### src/include/pms_defines.svh
// Constants for the power multiply-accumulate sequencer
`ifndef PMS_DEFINES_SVH
`define PMS_DEFINES_SVH

// Datapath widths
`define PMS_SAMPLE_W 12
`define PMS_OPND_W 16
`define PMS_PROD_W 32
`define PMS_ACC_W 35
`define PMS_ACC_HI_W 3

// Program memory shape and program entry points
`define PMS_ROM_AW 8
`define PMS_ROM_DEPTH 256
`define PMS_WORD_W 8
`define PMS_NORMAL_START 8'h5A
`define PMS_INTERVAL_START 8'h0A
`define PMS_ROM_FILL 8'h01

// Step timing: a least step time rounds up to whole cycles
`define PMS_CLK_NS 25
`define PMS_STEP_NS 70
`define PMS_STEP_CYC ((`PMS_STEP_NS + `PMS_CLK_NS - 1) / `PMS_CLK_NS)
`define PMS_STEP_CW 2
`define PMS_STEP_LAST 2'(`PMS_STEP_CYC - 1)

// Fixed arithmetic controls
`define PMS_ACCUMULATE_SEL 1'b1
`define PMS_ROUND_SEL 1'b0
`define PMS_TWOS_COMP_SEL 1'b1

// Register byte offsets
`define PMS_REG_CTRL 8'h00
`define PMS_REG_STATUS 8'h04
`define PMS_REG_MASK 8'h08
`define PMS_REG_RES_LO 8'h0C
`define PMS_REG_RES_HI 8'h10
`define PMS_REG_SEQ 8'h14

// Register fields and reset values
`define PMS_CTRL_EN 0
`define PMS_ST_RESULT 0
`define PMS_ST_OVF 1
`define PMS_ST_W 2
`define PMS_CTRL_RST 32'h0000_0001
`define PMS_SEQ_ADDR_LSB 8

// Bus responses
`define PMS_RESP_OKAY 2'h0
`define PMS_RESP_SLVERR 2'h2

`endif

### src/include/pms_pkg.sv
// Types shared by the sequencer files
package pms_pkg;

  // One program word; field order matches the stored bit order, msb first
  typedef struct packed {
    logic low_part_buf_ctl;
    logic zero_preload;
    logic p_clk;
    logic xy_clk;
    logic strobe;
    logic y_clk;
    logic load_y;
    logic seq_reset;
  } pms_ctl_s;

  // Voltage and current converter words
  typedef struct packed {
    logic [11:0] volt;
    logic [11:0] curr;
  } pms_samples_s;

  typedef enum logic {SEQ_IDLE, SEQ_RUN} pms_seq_e;

endpackage

### src/verilog/pms_prog_rom.sv
// Program memory of the microsequencer
`timescale 1ns/100ps
`default_nettype none
`include "pms_defines.svh"

module pms_prog_rom (
  input wire logic [`PMS_ROM_AW-1:0] addr,
  output pms_pkg::pms_ctl_s word
);
  import pms_pkg::*;

  logic [`PMS_WORD_W-1:0] rom_mem [0:`PMS_ROM_DEPTH-1];

  // Contents; unused words halt the sequencer so a stray address cannot run away
  always_comb begin
    for (int i = 0; i < `PMS_ROM_DEPTH; i++) begin
      rom_mem[i] = `PMS_ROM_FILL;
    end
    // End-of-interval program
    rom_mem[8'h0A] = 8'h00;
    rom_mem[8'h0B] = 8'h86;
    rom_mem[8'h0C] = 8'h92;
    rom_mem[8'h0D] = 8'h00;
    rom_mem[8'h0E] = 8'h20;
    rom_mem[8'h0F] = 8'h08;
    rom_mem[8'h10] = 8'hC0;
    rom_mem[8'h11] = 8'hE0;
    rom_mem[8'h12] = 8'h01;
    // Normal accumulate program
    rom_mem[8'h5A] = 8'h00;
    rom_mem[8'h5B] = 8'h86;
    rom_mem[8'h5C] = 8'h92;
    rom_mem[8'h5D] = 8'h00;
    rom_mem[8'h5E] = 8'h20;
    rom_mem[8'h5F] = 8'h01;
  end

  // Asynchronous read; the top samples the word at step boundaries
  assign word = rom_mem[addr];

endmodule
`default_nettype wire

### src/verilog/pms_mac_top.sv
// Sampling-wattmeter multiply-accumulate datapath with microsequencer and AXI4-Lite slave
//
// The AXI4-Lite register port and the placing of the registers were decided locally.
`timescale 1ns/100ps
`default_nettype none
`include "pms_defines.svh"

module pms_mac_top (
  input wire logic aclk,
  input wire logic aresetn,
  input wire logic [31:0] awaddr,
  input wire logic awvalid,
  output logic awready,
  input wire logic [31:0] wdata,
  input wire logic [3:0] wstrb,
  input wire logic wvalid,
  output logic wready,
  output logic [1:0] bresp,
  output logic bvalid,
  input wire logic bready,
  input wire logic [31:0] araddr,
  input wire logic arvalid,
  output logic arready,
  output logic [31:0] rdata,
  output logic [1:0] rresp,
  output logic rvalid,
  input wire logic rready,
  input wire logic eoc_volt,
  input wire logic eoc_curr,
  input wire logic interval_end,
  input wire pms_pkg::pms_samples_s samples,
  output logic irq,
  output logic seq_busy,
  output pms_pkg::pms_ctl_s seq_ctl
);
  import pms_pkg::*;

  // Pin synchronisers: bit 0 volt end, bit 1 curr end, bit 2 interval end
  logic [2:0] sy1_r;
  logic [2:0] sy2_r;
  logic [2:0] sy3_r;
  logic [2:0] pin_r;
  logic [2:0] pin_d_r;
  logic [2:0] agree;
  logic eoc_volt_fall;
  logic eoc_curr_rise;

  // Sequencer state
  pms_seq_e state_r;
  logic volt_latch_r;
  logic curr_latch_r;
  logic mode_interval_r;
  logic [`PMS_ROM_AW-1:0] addr_r;
  logic [`PMS_STEP_CW-1:0] step_cnt_r;
  pms_ctl_s word;
  logic running;
  logic step_start;
  logic step_end;

  // Datapath registers
  logic [`PMS_OPND_W-1:0] x_operand_reg_r;
  logic [`PMS_OPND_W-1:0] y_operand_reg_r;
  logic [`PMS_OPND_W-1:0] holding_reg_r;
  logic [`PMS_ACC_W-1:0] accumulator_reg_r;
  logic [`PMS_ACC_W-1:0] result_out_reg_r;
  logic [`PMS_OPND_W-1:0] volt_wide;
  logic [`PMS_OPND_W-1:0] curr_wide;
  logic [`PMS_OPND_W-1:0] lower_product_bus;
  logic signed [`PMS_PROD_W-1:0] product;
  logic [`PMS_ACC_W-1:0] product_ext;
  logic [`PMS_ACC_W-1:0] acc_sum;
  logic acc_ovf;

  // Software registers
  logic [31:0] ctrl_r;
  logic [`PMS_ST_W-1:0] status_r;
  logic [`PMS_ST_W-1:0] mask_r;
  logic [`PMS_ST_W-1:0] st_set;
  logic [`PMS_ST_W-1:0] st_clr;

  // Bus slave state
  logic [7:0] aw_addr_r;
  logic aw_full_r;
  logic [31:0] w_data_r;
  logic [3:0] w_strb_r;
  logic w_full_r;
  logic do_write;
  logic [31:0] wmask;
  logic enabled;

  assign enabled = ctrl_r[`PMS_CTRL_EN];

  // Three stages; a level counts once the second and third agree
  always_ff @(posedge aclk) begin
    if (!aresetn) begin
      sy1_r <= 3'h0;
      sy2_r <= 3'h0;
      sy3_r <= 3'h0;
    end else begin
      sy1_r <= {interval_end, eoc_curr, eoc_volt};
      sy2_r <= sy1_r;
      sy3_r <= sy2_r;
    end
  end

  assign agree = ~(sy2_r ^ sy3_r);

  // Filtered levels and their one-cycle history for edge detection
  always_ff @(posedge aclk) begin
    if (!aresetn) begin
      pin_r <= 3'h0;
      pin_d_r <= 3'h0;
    end else begin
      pin_r <= (pin_r & ~agree) | (sy3_r & agree);
      pin_d_r <= pin_r;
    end
  end

  assign eoc_volt_fall = pin_d_r[0] & ~pin_r[0];
  assign eoc_curr_rise = pin_r[1] & ~pin_d_r[1];

  // Program memory
  pms_prog_rom pms_prog_rom_inst (
    .addr(addr_r),
    .word(word)
  );

  assign running = (state_r == SEQ_RUN);
  assign step_start = running && (step_cnt_r == `PMS_STEP_CW'(0));
  assign step_end = running && (step_cnt_r == `PMS_STEP_LAST);

  // Timing state: starts only once both converter latches are set
  always_ff @(posedge aclk) begin
    if (!aresetn) begin
      state_r <= SEQ_IDLE;
    end else begin
      case (state_r)
        SEQ_IDLE: begin
          if (volt_latch_r && curr_latch_r) begin
            state_r <= SEQ_RUN;
          end
        end
        SEQ_RUN: begin
          if (step_end && word.seq_reset) begin
            state_r <= SEQ_IDLE;
          end
        end
        default: begin
          state_r <= SEQ_IDLE;
        end
      endcase
    end
  end

  // Converter latches; edges during a running program are ignored
  always_ff @(posedge aclk) begin
    if (!aresetn) begin
      volt_latch_r <= 1'b0;
      curr_latch_r <= 1'b0;
    end else if (running) begin
      if (step_end && word.seq_reset) begin
        volt_latch_r <= 1'b0;
        curr_latch_r <= 1'b0;
      end
    end else if (enabled) begin
      if (eoc_volt_fall) begin
        volt_latch_r <= 1'b1;
      end
      if (eoc_curr_rise) begin
        curr_latch_r <= 1'b1;
      end
    end
  end

  // Address counter: preloaded by the volt trailing edge, stepped while running
  always_ff @(posedge aclk) begin
    if (!aresetn) begin
      addr_r <= `PMS_NORMAL_START;
      mode_interval_r <= 1'b0;
    end else if (running) begin
      if (step_end && !word.seq_reset) begin
        addr_r <= addr_r + `PMS_ROM_AW'(1);
      end
    end else if (enabled && eoc_volt_fall) begin
      mode_interval_r <= pin_r[2];
      addr_r <= pin_r[2] ? `PMS_INTERVAL_START : `PMS_NORMAL_START;
    end
  end

  // Step timer; three cycles of 25 ns give a 75 ns step
  always_ff @(posedge aclk) begin
    if (!aresetn) begin
      step_cnt_r <= `PMS_STEP_CW'(0);
    end else if (step_end || !running) begin
      step_cnt_r <= `PMS_STEP_CW'(0);
    end else begin
      step_cnt_r <= step_cnt_r + `PMS_STEP_CW'(1);
    end
  end

  // Observable control word, one cycle behind the program word
  always_ff @(posedge aclk) begin
    if (!aresetn) begin
      seq_ctl <= '0;
      seq_busy <= 1'b0;
    end else begin
      seq_ctl <= running ? word : '0;
      seq_busy <= running;
    end
  end

  // Converter words are sign-extended onto the 16-bit operand paths
  assign volt_wide = {{(`PMS_OPND_W-`PMS_SAMPLE_W){samples.volt[`PMS_SAMPLE_W-1]}},
                      samples.volt};
  assign curr_wide = {{(`PMS_OPND_W-`PMS_SAMPLE_W){samples.curr[`PMS_SAMPLE_W-1]}},
                      samples.curr};

  // Low bus carries the holding register while its output buffer is off
  assign lower_product_bus = word.low_part_buf_ctl ? holding_reg_r : curr_wide;

  // Signed product, widened to the accumulator; truncation only, no round term
  assign product = $signed(x_operand_reg_r) * $signed(y_operand_reg_r);
  assign product_ext = {{(`PMS_ACC_W-`PMS_PROD_W){product[`PMS_PROD_W-1]}}, product};
  assign acc_sum = `PMS_ACCUMULATE_SEL ? accumulator_reg_r + product_ext : product_ext;
  assign acc_ovf = (accumulator_reg_r[`PMS_ACC_W-1] == product_ext[`PMS_ACC_W-1]) &&
                   (acc_sum[`PMS_ACC_W-1] != accumulator_reg_r[`PMS_ACC_W-1]);

  // Holding register: zeros on preload, the Y word on its capture clock
  always_ff @(posedge aclk) begin
    if (!aresetn) begin
      holding_reg_r <= `PMS_OPND_W'(0);
    end else if (step_start) begin
      if (word.zero_preload) begin
        holding_reg_r <= `PMS_OPND_W'(0);
      end else if (word.y_clk) begin
        holding_reg_r <= curr_wide;
      end
    end
  end

  // Operand registers, both taken on the operand clock
  always_ff @(posedge aclk) begin
    if (!aresetn) begin
      x_operand_reg_r <= `PMS_OPND_W'(0);
      y_operand_reg_r <= `PMS_OPND_W'(0);
    end else if (step_start && word.xy_clk) begin
      x_operand_reg_r <= volt_wide;
      y_operand_reg_r <= lower_product_bus;
    end
  end

  // Accumulator: sum of products, or the preloaded zeros when preload is on
  always_ff @(posedge aclk) begin
    if (!aresetn) begin
      accumulator_reg_r <= `PMS_ACC_W'(0);
    end else if (step_start && word.p_clk) begin
      if (word.zero_preload) begin
        accumulator_reg_r <= {{(`PMS_ACC_W-`PMS_OPND_W){1'b0}}, holding_reg_r};
      end else begin
        accumulator_reg_r <= acc_sum;
      end
    end
  end

  // Result register follows the strobe; normal programs never touch it
  always_ff @(posedge aclk) begin
    if (!aresetn) begin
      result_out_reg_r <= `PMS_ACC_W'(0);
    end else if (step_start && word.strobe) begin
      result_out_reg_r <= accumulator_reg_r;
    end
  end

  // Events: result ready when the strobe step ends, overflow on a wrapped sum
  always_comb begin
    st_set = '0;
    st_set[`PMS_ST_RESULT] = step_end && word.strobe;
    st_set[`PMS_ST_OVF] = step_start && word.p_clk && !word.zero_preload && acc_ovf;
  end

  // Write channel: address and data taken in either order, answered together
  assign do_write = aw_full_r && w_full_r && !bvalid;
  assign wmask = {{8{w_strb_r[3]}}, {8{w_strb_r[2]}}, {8{w_strb_r[1]}}, {8{w_strb_r[0]}}};

  always_ff @(posedge aclk) begin
    if (!aresetn) begin
      awready <= 1'b1;
      aw_full_r <= 1'b0;
      aw_addr_r <= 8'h00;
    end else if (awvalid && awready) begin
      awready <= 1'b0;
      aw_full_r <= 1'b1;
      aw_addr_r <= awaddr[7:0];
    end else begin
      if (do_write) begin
        aw_full_r <= 1'b0;
      end
      if (bvalid && bready) begin
        awready <= 1'b1;
      end
    end
  end

  always_ff @(posedge aclk) begin
    if (!aresetn) begin
      wready <= 1'b1;
      w_full_r <= 1'b0;
      w_data_r <= 32'h0000_0000;
      w_strb_r <= 4'h0;
    end else if (wvalid && wready) begin
      wready <= 1'b0;
      w_full_r <= 1'b1;
      w_data_r <= wdata;
      w_strb_r <= wstrb;
    end else begin
      if (do_write) begin
        w_full_r <= 1'b0;
      end
      if (bvalid && bready) begin
        wready <= 1'b1;
      end
    end
  end

  // Write response; unmapped or read-only words answer with an error
  always_ff @(posedge aclk) begin
    if (!aresetn) begin
      bvalid <= 1'b0;
      bresp <= `PMS_RESP_OKAY;
    end else if (do_write) begin
      bvalid <= 1'b1;
      case (aw_addr_r)
        `PMS_REG_CTRL, `PMS_REG_STATUS, `PMS_REG_MASK: begin
          bresp <= `PMS_RESP_OKAY;
        end
        default: begin
          bresp <= `PMS_RESP_SLVERR;
        end
      endcase
    end else if (bvalid && bready) begin
      bvalid <= 1'b0;
    end
  end

  // Control and mask stores honour the byte strobes
  always_ff @(posedge aclk) begin
    if (!aresetn) begin
      ctrl_r <= `PMS_CTRL_RST;
      mask_r <= '0;
    end else if (do_write) begin
      if (aw_addr_r == `PMS_REG_CTRL) begin
        ctrl_r <= (ctrl_r & ~wmask) | (w_data_r & wmask);
      end
      if (aw_addr_r == `PMS_REG_MASK) begin
        mask_r <= (mask_r & ~wmask[`PMS_ST_W-1:0]) | (w_data_r[`PMS_ST_W-1:0] &
                  wmask[`PMS_ST_W-1:0]);
      end
    end
  end

  // Write-one-to-clear status; a new event in the clearing cycle is kept
  assign st_clr = (do_write && aw_addr_r == `PMS_REG_STATUS) ?
                  (w_data_r[`PMS_ST_W-1:0] & wmask[`PMS_ST_W-1:0]) : '0;

  always_ff @(posedge aclk) begin
    if (!aresetn) begin
      status_r <= '0;
    end else begin
      status_r <= (status_r & ~st_clr) | st_set;
    end
  end

  // Level interrupt while any unmasked status bit is set
  always_ff @(posedge aclk) begin
    if (!aresetn) begin
      irq <= 1'b0;
    end else begin
      irq <= |(status_r & mask_r);
    end
  end

  // Read channel: one read at a time, data registered with the valid
  always_ff @(posedge aclk) begin
    if (!aresetn) begin
      arready <= 1'b1;
      rvalid <= 1'b0;
      rdata <= 32'h0000_0000;
      rresp <= `PMS_RESP_OKAY;
    end else if (arvalid && arready) begin
      arready <= 1'b0;
      rvalid <= 1'b1;
      rresp <= `PMS_RESP_OKAY;
      case (araddr[7:0])
        `PMS_REG_CTRL: rdata <= ctrl_r;
        `PMS_REG_STATUS: rdata <= {{(32-`PMS_ST_W){1'b0}}, status_r};
        `PMS_REG_MASK: rdata <= {{(32-`PMS_ST_W){1'b0}}, mask_r};
        `PMS_REG_RES_LO: rdata <= result_out_reg_r[31:0];
        `PMS_REG_RES_HI: begin
          rdata <= {{(32-`PMS_ACC_HI_W){result_out_reg_r[`PMS_ACC_W-1]}},
                    result_out_reg_r[`PMS_ACC_W-1:32]};
        end
        `PMS_REG_SEQ: begin
          rdata <= {16'h0000, addr_r, 4'h0, mode_interval_r, curr_latch_r,
                    volt_latch_r, running};
        end
        default: begin
          rdata <= 32'h0000_0000;
          rresp <= `PMS_RESP_SLVERR;
        end
      endcase
    end else if (rvalid && rready) begin
      rvalid <= 1'b0;
      arready <= 1'b1;
    end
  end

endmodule
`default_nettype wire

### config.mk
export PLATFORM = sky130hd
export DESIGN_NAME = pms_mac_top
export DESIGN_NICKNAME = d
export VERILOG_FILES = /design/src/include/pms_pkg.sv /design/src/verilog/pms_prog_rom.sv /design/src/verilog/pms_mac_top.sv
export VERILOG_INCLUDE_DIRS = /design/src /design/src/include
export SDC_FILE = /design/constraint.sdc
export NUM_CORES = 1
export LEC_CHECK = 0
export ABC_AREA = 1
export BUFFER_PORTS_ARGS = -buffer_cell sky130_fd_sc_hd__buf_2
export CORE_ASPECT_RATIO = 1.5
export CORE_MARGIN = 1
export CORE_UTILIZATION = 50
export CTS_CLUSTER_DIAMETER = 60
export CTS_CLUSTER_SIZE = 40
export DETAILED_ROUTE_END_ITERATION = 10
export PLACE_DENSITY_LB_ADDON = 0.3
export SLEW_MARGIN = 20
export SYNTH_ARGS = -nofsm -noshare
export SYNTH_HDL_FRONTEND = slang
export SYNTH_SLANG_ARGS = --single-unit
export TNS_END_PERCENT = 5
### constraint.sdc
create_clock -name aclk -period 5.55 [get_ports aclk]
set_input_delay 0.555 -clock aclk [delete_from_list [all_inputs] [get_ports aclk]]
set_output_delay 0.555 -clock aclk [all_outputs]
set_load 0.02 [all_outputs]
======== After elaboration in Yosys (flattened, before gate mapping) ========
Memory sizes are Yosys's and may differ from the RTL's.
Index checks and enable logic that the tools add are counted.
word-level totals
  memories kept ........................... 1
  word-level logic and storage cells ...... 173
  ROM bits ................................ 2048
  input bits .............................. 134
  flip-flop bits (word level) ............. 275
  output and inout bits ................... 51
memory list
  memory           words  bits a word  read ports  clocked after memory_dff  write ports  RTL line            RTL
  (no name shown)  256    8            1           0                         0            pms_prog_rom.sv:39  assign word = rom_mem[addr];
cells by class
  order comparisons ....................... 1
  reduce and logical (&&, ||, !) cells .... 52
  bitwise logic cells ..................... 25
  mux-type cells .......................... 36
  multipliers ............................. 1
  add/sub/neg operators ................... 3
  eq/ne operators ......................... 12
operators by type and width
  cell                                                             count
  32-bit one-hot mux with 6 select lines                           1
  32-bit bitwise AND                                               2
  16-bit 2-to-1 mux                                                3
  8-bit 2-to-1 mux                                                 5
  35-bit adder                                                     1
  35-bit 2-to-1 mux                                                1
  32-bit NOT                                                       1
  32-bit bitwise OR                                                1
  12-bit by 16-bit multiplier with 28-bit output                   1
  8-bit by 4-bit == test with 1-bit output, second input constant  3
  2-bit nonzero test                                               11
  1-bit logical AND                                                21
  1-bit 2-to-1 mux                                                 21
  8-bit by 3-bit == test with 1-bit output, second input constant  2
  8-bit by 5-bit == test with 1-bit output, second input constant  2
  8-bit logical NOT                                                2
  2-bit AND reduction                                              6
  9-bit greater-or-equal comparator, second input constant         1
  8-bit NOT with 9-bit output                                      1
  8-bit by 1-bit adder with 8-bit output, second input constant    1
  2-bit bitwise AND                                                4
  7-bit 2-to-1 mux                                                 1
  3-bit bitwise AND                                                2
  2-bit 2-to-1 mux                                                 3
  other kinds (20)                                                 33

======== Logic depth before layout (Yosys ltp) ========
Gate-level depths: netlist of the first run.
  depth in word-level cells ............... 8
  gate-level depth with buffers ........... 37

======== Modules after synthesis ========
A second synthesis of the first run with hierarchy kept.
unflattened totals
  cell total of the unflattened synthesis .. 2546
  area, all modules ....................... 18546.5 um^2
by module, submodules not included
  module        instances  cells each  area each (um^2)
  pms_mac_top   1          2493        18326.3
  pms_prog_rom  1          53          220.2

======== Worst setup path before layout of the first run ========
No wires, ideal clock.
  kind .................................... reg2reg
  start ................................... reg y_operand_reg_r[14]
  end ..................................... reg accumulator_reg_r[22]
  clock period less this slack ............ 6138 ps
  path buffers ............................ 1
  data required time ...................... 5418 ps
  data arrival time ....................... 6006 ps
  cell stages (with the launch flop) ...... 29
  path slack .............................. -588 ps
  cells stage by stage .................... dfxtp_1 clkbuf_1 nand2_1 fa_1 inv_1 ha_1 inv_1 fa_1 inv_1 fa_1 inv_1 fa_1 inv_1 ha_1 nand2_1 nor2_1 a21oi_1 o21ai_0 a21oi_1 xnor2_1 ha_1 nand2_1 nor2_1 inv_1 nor3_1 a21oi_1 or2_2 nand3_1 a21oi_1
between the ends
  word-level cells in the longest chain between the ends .. 3
RTL lines
  what                                            RTL line            RTL
  from (decl)                                     pms_mac_top.sv:62   logic [`PMS_OPND_W-1:0] y_operand_reg_r;
  from (signal assigned)                          pms_mac_top.sv:245  y_operand_reg_r <= `PMS_OPND_W'(0);
  from (signal assigned)                          pms_mac_top.sv:248  y_operand_reg_r <= lower_product_bus;
  12-bit by 16-bit multiplier with 28-bit output  pms_mac_top.sv:222  assign product = $signed(x_operand_reg_r) * $signed(y_operand_reg_r);
  35-bit adder                                    pms_mac_top.sv:224  assign acc_sum = `PMS_ACCUMULATE_SEL ? accumulator_reg_r + product_ext : product_ext;
  35-bit 2-to-1 mux                               pms_mac_top.sv:257  if (word.zero_preload) begin
  to (signal assigned)                            pms_mac_top.sv:255  accumulator_reg_r <= `PMS_ACC_W'(0);
  to (signal assigned)                            pms_mac_top.sv:258  accumulator_reg_r <= {{(`PMS_ACC_W-`PMS_OPND_W){1'b0}}, holding_reg_r};
  to (signal assigned)                            pms_mac_top.sv:260  accumulator_reg_r <= acc_sum;
  to (decl)                                       pms_mac_top.sv:64   logic [`PMS_ACC_W-1:0] accumulator_reg_r;
No other way between the ends.
A chain may end at the register's enable or synchronous reset.

======== Worst setup path in the final report of the first run ========
  start ................................... reg y_operand_reg_r[14]
  end ..................................... reg accumulator_reg_r[32]
The elaborated chain is that of the path after synthesis.

==> flow_summary.json, run 1 <==
{
  "status": "finished with violations",
  "violations": "setup timing",
  "cp_top_family": "adder cells",
  "overflow": 0,
  "cp.required_ns": 6.05,
  "numCtsBuffers": 20,
  "rr_worst_depth": 28,
  "end_kind": "flop",
  "cts-hold-fix-buffers": 0,
  "cp_slowest_stage_delay_ns": 0.57,
  "worst_clock_skew_ns": 0.0439,
  "fp.dieH_um": 237,
  "maxSlewViolCount": 0,
  "drive_above_1_share_pct": 21.2,
  "gp_congestion": 1.00,
  "clk_pin_slew_ns": 0.11,
  "grtUsageTotal_pct": 28.0,
  "diodes": 0,
  "hold_violations": 0,
  "syn_area_um2": 18300,
  "switching_share_pct": 28.7,
  "placed_cells": 3244,
  "cp_slowest_cell": "fa_2",
  "drv_cap": 0,
  "post-route-drc-count": 0,
  "syn-mean-instance-area_um2": 7.26,
  "clockPowerShare_pct": 45.4,
  "routed_wl_mm": 51.3,
  "ir_drop_v": 0.000351,
  "setup_tns_ns": -15.45,
  "htreeDepth": 1,
  "grt_pass1_wl_mm": 83.5,
  "drt_pass1_iterations": 5,
  "path_class": "reg2reg",
  "area_delta_synth_final_pct": 24.5,
  "cp.depth": 28,
  "max-slew-margin-rel_pct": 30.5,
  "setup_violations": 25,
  "finalCritPeriodShare_pct": 115,
  "coreArea_um2": 36100,
  "yosysWarnings": 0,
  "cts_tree": "built",
  "min_period_ns": 6.39,
  "die_area_um2": 37500,
  "cp_max_fo": 7,
  "antenna_found_initial": 0,
  "wl_per_cell_um": 15.5,
  "grt_max_degree": 54,
  "hp-class": "in2reg",
  "ys_ff_latch": 265,
  "initial_core_util_pct": 50.9,
  "die_w_um": 158,
  "timing.final.ws_setup_ns": -0.844,
  "fin_area_um2": 22800,
  "p_leak_nw": 11.3,
  "clk_latency_ns": 0.58,
  "placed_area_um2": 21100,
  "p_total_mw": 3.92,
  "combPwrFrac_pct": 4.5,
  "clockBufferDepth": 3,
  "clkSinkCount": 265,
  "numPortBuffers": 134,
  "postSynth.asyncResetShare_pct": 0,
  "instances_no_fill": 3302,
  "nets": 3190,
  "p_int_mw": 2.79,
  "grt_pass1_vias": 17400,
  "switchingPower_mw": 1.13,
  "viasPerCell": 5.19,
  "worstHoldPathCells": 3,
  "netlist_instances": 2525,
  "layout_commonest_cell": "nand2_1",
  "power.density_nw_per_um2": 172,
  "cp.arrival_ns": 6.89,
  "cts-root-buf": "clkbuf_16",
  "worst-path-buf-inv": 7,
  "drt-initial-drc-count": 800,
  "pin_count": 185,
  "mostFrequentLayoutCells": "nand2_1 (515), inv_1 (390), nor2_1 (277)",
  "yosys_most_used_dff": "dfxtp_1",
  "power.share.sequential_pct": 50.0,
  "synth-edff-count": 0,
  "num_vias": 17100,
  "max_freq_mhz": 156,
  "tightest_slew_ns": 1.04,
  "dp_hpwl_mm": 40.0,
  "yosysSeqAreaShare_pct": 28.9,
  "synth.distinct_cells": 50,
  "ant_nets": 0,
  "num_rows": 85,
  "rsz0062_at_grt": "true",
  "critPathLaunchType": "flop"
}
[final cells by class]
class                   count  area (µm²)
repair buffers            365        2560
fillers                  3110       13200
multi-input cells        1747       11900
clock inverters            16         355
clock buffers              20         500
flip-flops and latches    265        5340
well taps                 478         598
inverters                 411        1550
[metal layers]
metal,global-route usage [%],vias to the layer above,wire (µm)
met2,52.2,431,27100
met5,0,-,0
met4,16.0,0,3010
li1,-,8487,-
met3,2.89,160,2080
met1,30.2,8053,19200
[cells in the mapped netlist (all sizes together), types with 2 or more instances]
library cell | count | area share [%]
a211oi | 9 | 0.40
a21boi | 2 | 0.082
a21o | 7 | 0.29
a21oi | 220 | 6.0
a31oi | 6 | 0.20
and2 | 2 | 0.068
buf | 14 | 0.45
clkbuf | 89 | 1.8
clkinv | 3 | 0.061
dfxtp | 265 | 29
fa | 149 | 16
ha | 97 | 6.6
inv | 408 | 8.3
nand2 | 539 | 11
nand3 | 89 | 2.4
nand3b | 6 | 0.25
nand4 | 12 | 0.41
nor2 | 306 | 6.4
nor3 | 18 | 0.55
nor3b | 2 | 0.082
nor4 | 3 | 0.10
o2111ai | 13 | 0.65
o211ai | 23 | 0.94
o21a | 2 | 0.082
o21ai | 187 | 5.1
o21bai | 9 | 0.37
or2 | 9 | 0.31
xnor2 | 13 | 0.62
xor2 | 16 | 0.76
[power by group through the flow]
| stage | Combinational, mW | Clock, mW | Sequential (mW) |
|---|---|---|---|
| global route | 0.202 | 1.88 | 1.97 |
| CTS | 0.179 | 1.80 | 1.96 |
| finish | 0.178 | 1.78 | 1.96 |
| detailed placement | 0.178 | 0 | 2.01 |
| global placement | 0.174 | 0 | 2.01 |
| floorplan | 0.112 | 0 | 2.01 |
[worst register-to-register path, delay by kind of cell (launching register included)]
kind,cells,cell delay (ns)
AO/OA/AOI/OAI,3,0.51
XOR/XNOR,1,0.13
adder cells (fa/ha/maj),7,3.22
buffers and inverters,7,0.73
flip-flops,1,0.43
AND/OR/NAND/NOR,10,1.35
[path summary, 6_finish.rpt]
path                       start               endpoint  slack, ns
min reg2reg             sy1_r[0]               sy2_r[0]       0.43
max          y_operand_reg_r[14]  accumulator_reg_r[32]      -0.84
min                     eoc_volt               sy1_r[0]       0.15
max reg2reg  y_operand_reg_r[14]  accumulator_reg_r[32]      -0.84
[cell families (layout without fill, tap and decap cells)]
group	after synthesis	after routing	share of synthesized area, %
buffers and inverters	514	812	10.7
AO/OA/AOI/OAI	484	484	14.4
XOR/XNOR	29	29	1.38
adder cells (fa/ha/maj)	246	246	22.9
flip-flops	265	265	28.9
other	1	2	0.0204
AND/OR/NAND/NOR	986	986	21.7
[through the flow]
step	setup WS, ns	hold slack (ns)	util, %
2_1_floorplan	-0.135	0.390	-
3_3_place_gp	-1.15	0.392	58.5
3_5_place_dp	-1.20	0.404	58.5
4_1_cts	-0.771	0.143	62.5
5_1_grt	-1.11	0.146	63.3
6_report	-0.844	0.154	63.3
[repair_timing]
action	in CTS	in global routing
cloned	0	0
gates resized for setup	121	63
setup endpoints to repair	27	28
setup buffers	17	5
pin swaps	33	32
Note: power is estimated with default switching activity, not from simulation.
==> run 2, diff against run 1 <==
- ABC_AREA: 1 -> default
- CTS_BUF_LIST: default -> sky130_fd_sc_hd__clkbuf_16
- SKIP_LAST_GASP: default -> 1
==> flow_summary.json, run 2 <==
{
  "status": "finished with violations",
  "violations": "setup timing",
  "clkSinkCount": 265,
  "synthAdderAreaFrac_pct": 24.0,
  "fillers": 3077,
  "postSynth.asyncResetShare_pct": 0,
  "viasPerCell": 5.31,
  "grt_pass1_vias": 15900,
  "nets": 2771,
  "mostFrequentLayoutCells": "nand2_1 (434), a21oi_1 (245), dfxtp_1 (244)",
  "yosysTopAreaCellShare_pct": 30.3,
  "netlist_instances": 2141,
  "end_kind": "flop",
  "antenna_found_initial": 1,
  "fp.dieH_um": 231,
  "htreeDepth": 1,
  "die_area_um2": 35800,
  "numCtsBuffers": 17,
  "ant_nets": 0,
  "area_delta_synth_final_pct": 20.0,
  "diodes": 0,
  "numPortBuffers": 134,
  "worstHoldPathCells": 2,
  "synth.distinct_cells": 73,
  "worst_clock_skew_ns": 0.0338,
  "placed_area_um2": 20000,
  "path_class": "reg2reg",
  "ys_ff_latch": 265,
  "cp_slowest_cell": "fa_1",
  "finalCritPeriodShare_pct": 121,
  "max-slew-margin-rel_pct": 31.4,
  "maxSlewViolCount": 0,
  "fin_area_um2": 21000,
  "coreArea_um2": 34400,
  "grtUsageTotal_pct": 25.7,
  "synthSimpleGateAreaFrac_pct": 19.5,
  "synth-compound-area-share_pct": 15.9,
  "clk_latency_ns": 0.54,
  "hp-class": "in2reg",
  "timing.final.ws_setup_ns": -1.18,
  "synth-xor-area-share_pct": 2.60,
  "yosysMostFrequentCell": "nand2_1",
  "synth-edff-count": 0,
  "netlist.top_cell.by_area": "dfxtp_1",
  "grt_max_degree": 108,
  "layout_commonest_cell": "nand2_1",
  "rsz0062_at_grt": "true",
  "synth_top_family_by_area": "adder cells",
  "yosysWarnings": 0,
  "grt_pass1_wl_mm": 75.6,
  "yosys_most_used_dff": "dfxtp_1",
  "overflow": 0,
  "dp_hpwl_mm": 34.2,
  "die_w_um": 155,
  "crit_top_cell": "a21oi_2",
  "critPathLaunchType": "flop",
  "synth_common_cells": "nand2_1 (438), dfxtp_1 (265), a21oi_1 (259), inv_1 (214), fa_1 (149)",
  "power.density_nw_per_um2": 168,
  "hold_violations": 0,
  "utilization_pct": 61.1,
  "cts_tree": "built",
  "clk_pin_slew_ns": 0.11,
  "rr_worst_depth": 32,
  "min_period_ns": 6.73,
  "synthTopCellsByArea": "dfxtp_1 (30%), fa_1 (17%), nand2_1 (9.4%)",
  "syn_area_um2": 17500,
  "drv_cap": 0,
  "cp_max_fo": 6,
  "initial_core_util_pct": 50.9,
  "num_rows": 83,
  "gp_congestion": 0.891,
  "wl_per_cell_um": 15.3,
  "routed_wl_mm": 43.9,
  "muxShareOfSynthArea_pct": 0.486,
  "cts-root-buf": "clkbuf_16",
  "p_leak_nw": 9.33,
  "drt-initial-drc-count": 653,
  "setup_tns_ns": -22.09,
  "max_freq_mhz": 149,
  "setup_violations": 26,
  "cp.required_ns": 5.95,
  "cp_slowest_stage_delay_ns": 0.53,
  "clockBufferDepth": 3,
  "syn-mean-instance-area_um2": 8.17,
  "post-route-drc-count": 0,
  "cp.arrival_ns": 7.13,
  "drive_above_1_share_pct": 20.0,
  "tightest_slew_ns": 1.02,
  "yosysSeqAreaShare_pct": 30.3,
  "ir_drop_v": 0.000233,
  "num_vias": 15200,
  "pin_count": 185,
  "drt_pass1_iterations": 5
}
run 2: cell count changes in the layout (fill, tap and decap cells not counted), sizes merged, moves of 18 or more:
| cell | delta |
|---|---|
| inv | -195 |
| nor2 | -185 |
| o21ai | -129 |
| nand2 | -101 |
| and2 | +63 |
| a21oi | +41 |
| a221oi | +30 |
| xnor2 | +24 |
| nand3 | -22 |
| o211ai | -18 |
run 2: worst max-delay path, delay by kind of cell, from the launching register on:
| family | cells | cell delay, ns |
|---|---|---|
| AO/OA/AOI/OAI | 15 | 2.21 |
| flip-flops | 1 | 0.38 |
| buffers and inverters | 6 | 0.57 |
| AND/OR/NAND/NOR | 3 | 0.29 |
| XOR/XNOR | 1 | 0.15 |
| adder cells (fa/ha/maj) | 7 | 3.00 |
run 2: cell families (layout without fill, tap and decap cells):
kind of cell | after synthesis | count (layout)
AOI/OAI and AO/OA | 458 | 458
xor gates and xnor gates | 51 | 51
adders and majority gates | 246 | 246
buffers and inverters | 333 | 591
DFF | 265 | 265
muxes | 8 | 8
other | 1 | 2
and+or+nand+nor | 779 | 779
run 2: metrics by stage:
| step | setup slack (ns) | hold slack, ns | power (mW) | instances |
|---|---|---|---|---|
| 2_1_floorplan | -0.865 | 0.401 | 2.07 | 2142 |
| 3_5_place_dp | -1.52 | 0.414 | 2.14 | 2827 |
| 6_report | -1.18 | 0.219 | 3.54 | 2867 |
| 4_1_cts | -1.12 | 0.200 | 3.57 | 2864 |
| 5_1_grt | -1.55 | 0.199 | 3.66 | 2867 |
| 3_3_place_gp | -1.35 | 0.411 | 2.13 | 2827 |
run 2: metal layers:
layer	wire [µm]	part of all wire (%)	global-route usage (%)	vias to the layer above
met5	10	0.023	0	-
met1	17200	39	29.4	7259
met4	1440	3.3	9.25	2
met2	23600	54	49.0	360
met3	1630	3.7	2.47	90
li1	-	-	-	7503
run 2: timing repair:
action,CTS,global route
cloned,0,0
hold buffers,0,0
resized for setup,56,22
pin swaps,27,18
setup endpoints to repair,27,27
setup buffers,9,3
run 2: final timing paths:
check / from / to / slack, ns
max: y_operand_reg_r[5] / accumulator_reg_r[33] / -1.18
min: interval_end / sy1_r[2] / 0.22
max reg2reg: y_operand_reg_r[5] / accumulator_reg_r[33] / -1.18
min reg2reg: step_cnt_r[0] / step_cnt_r[0] / 0.42
run 2: layout make-up:
type	count	area [µm²]	area share (%)
multi-input combinational	1544	11200	53.5
sequential	265	5350	25.5
timing repair buffer	348	2370	11.3
inverter	215	816	3.88
tap	467	584	2.78
clock buffer	17	425	2.03
clock inverter	11	218	1.04
run 2: power by group:
group	internal (mW)	switching (mW)
Clock	0.640	0.807
Combinational	0.0491	0.0931
Sequential	1.92	0.0209
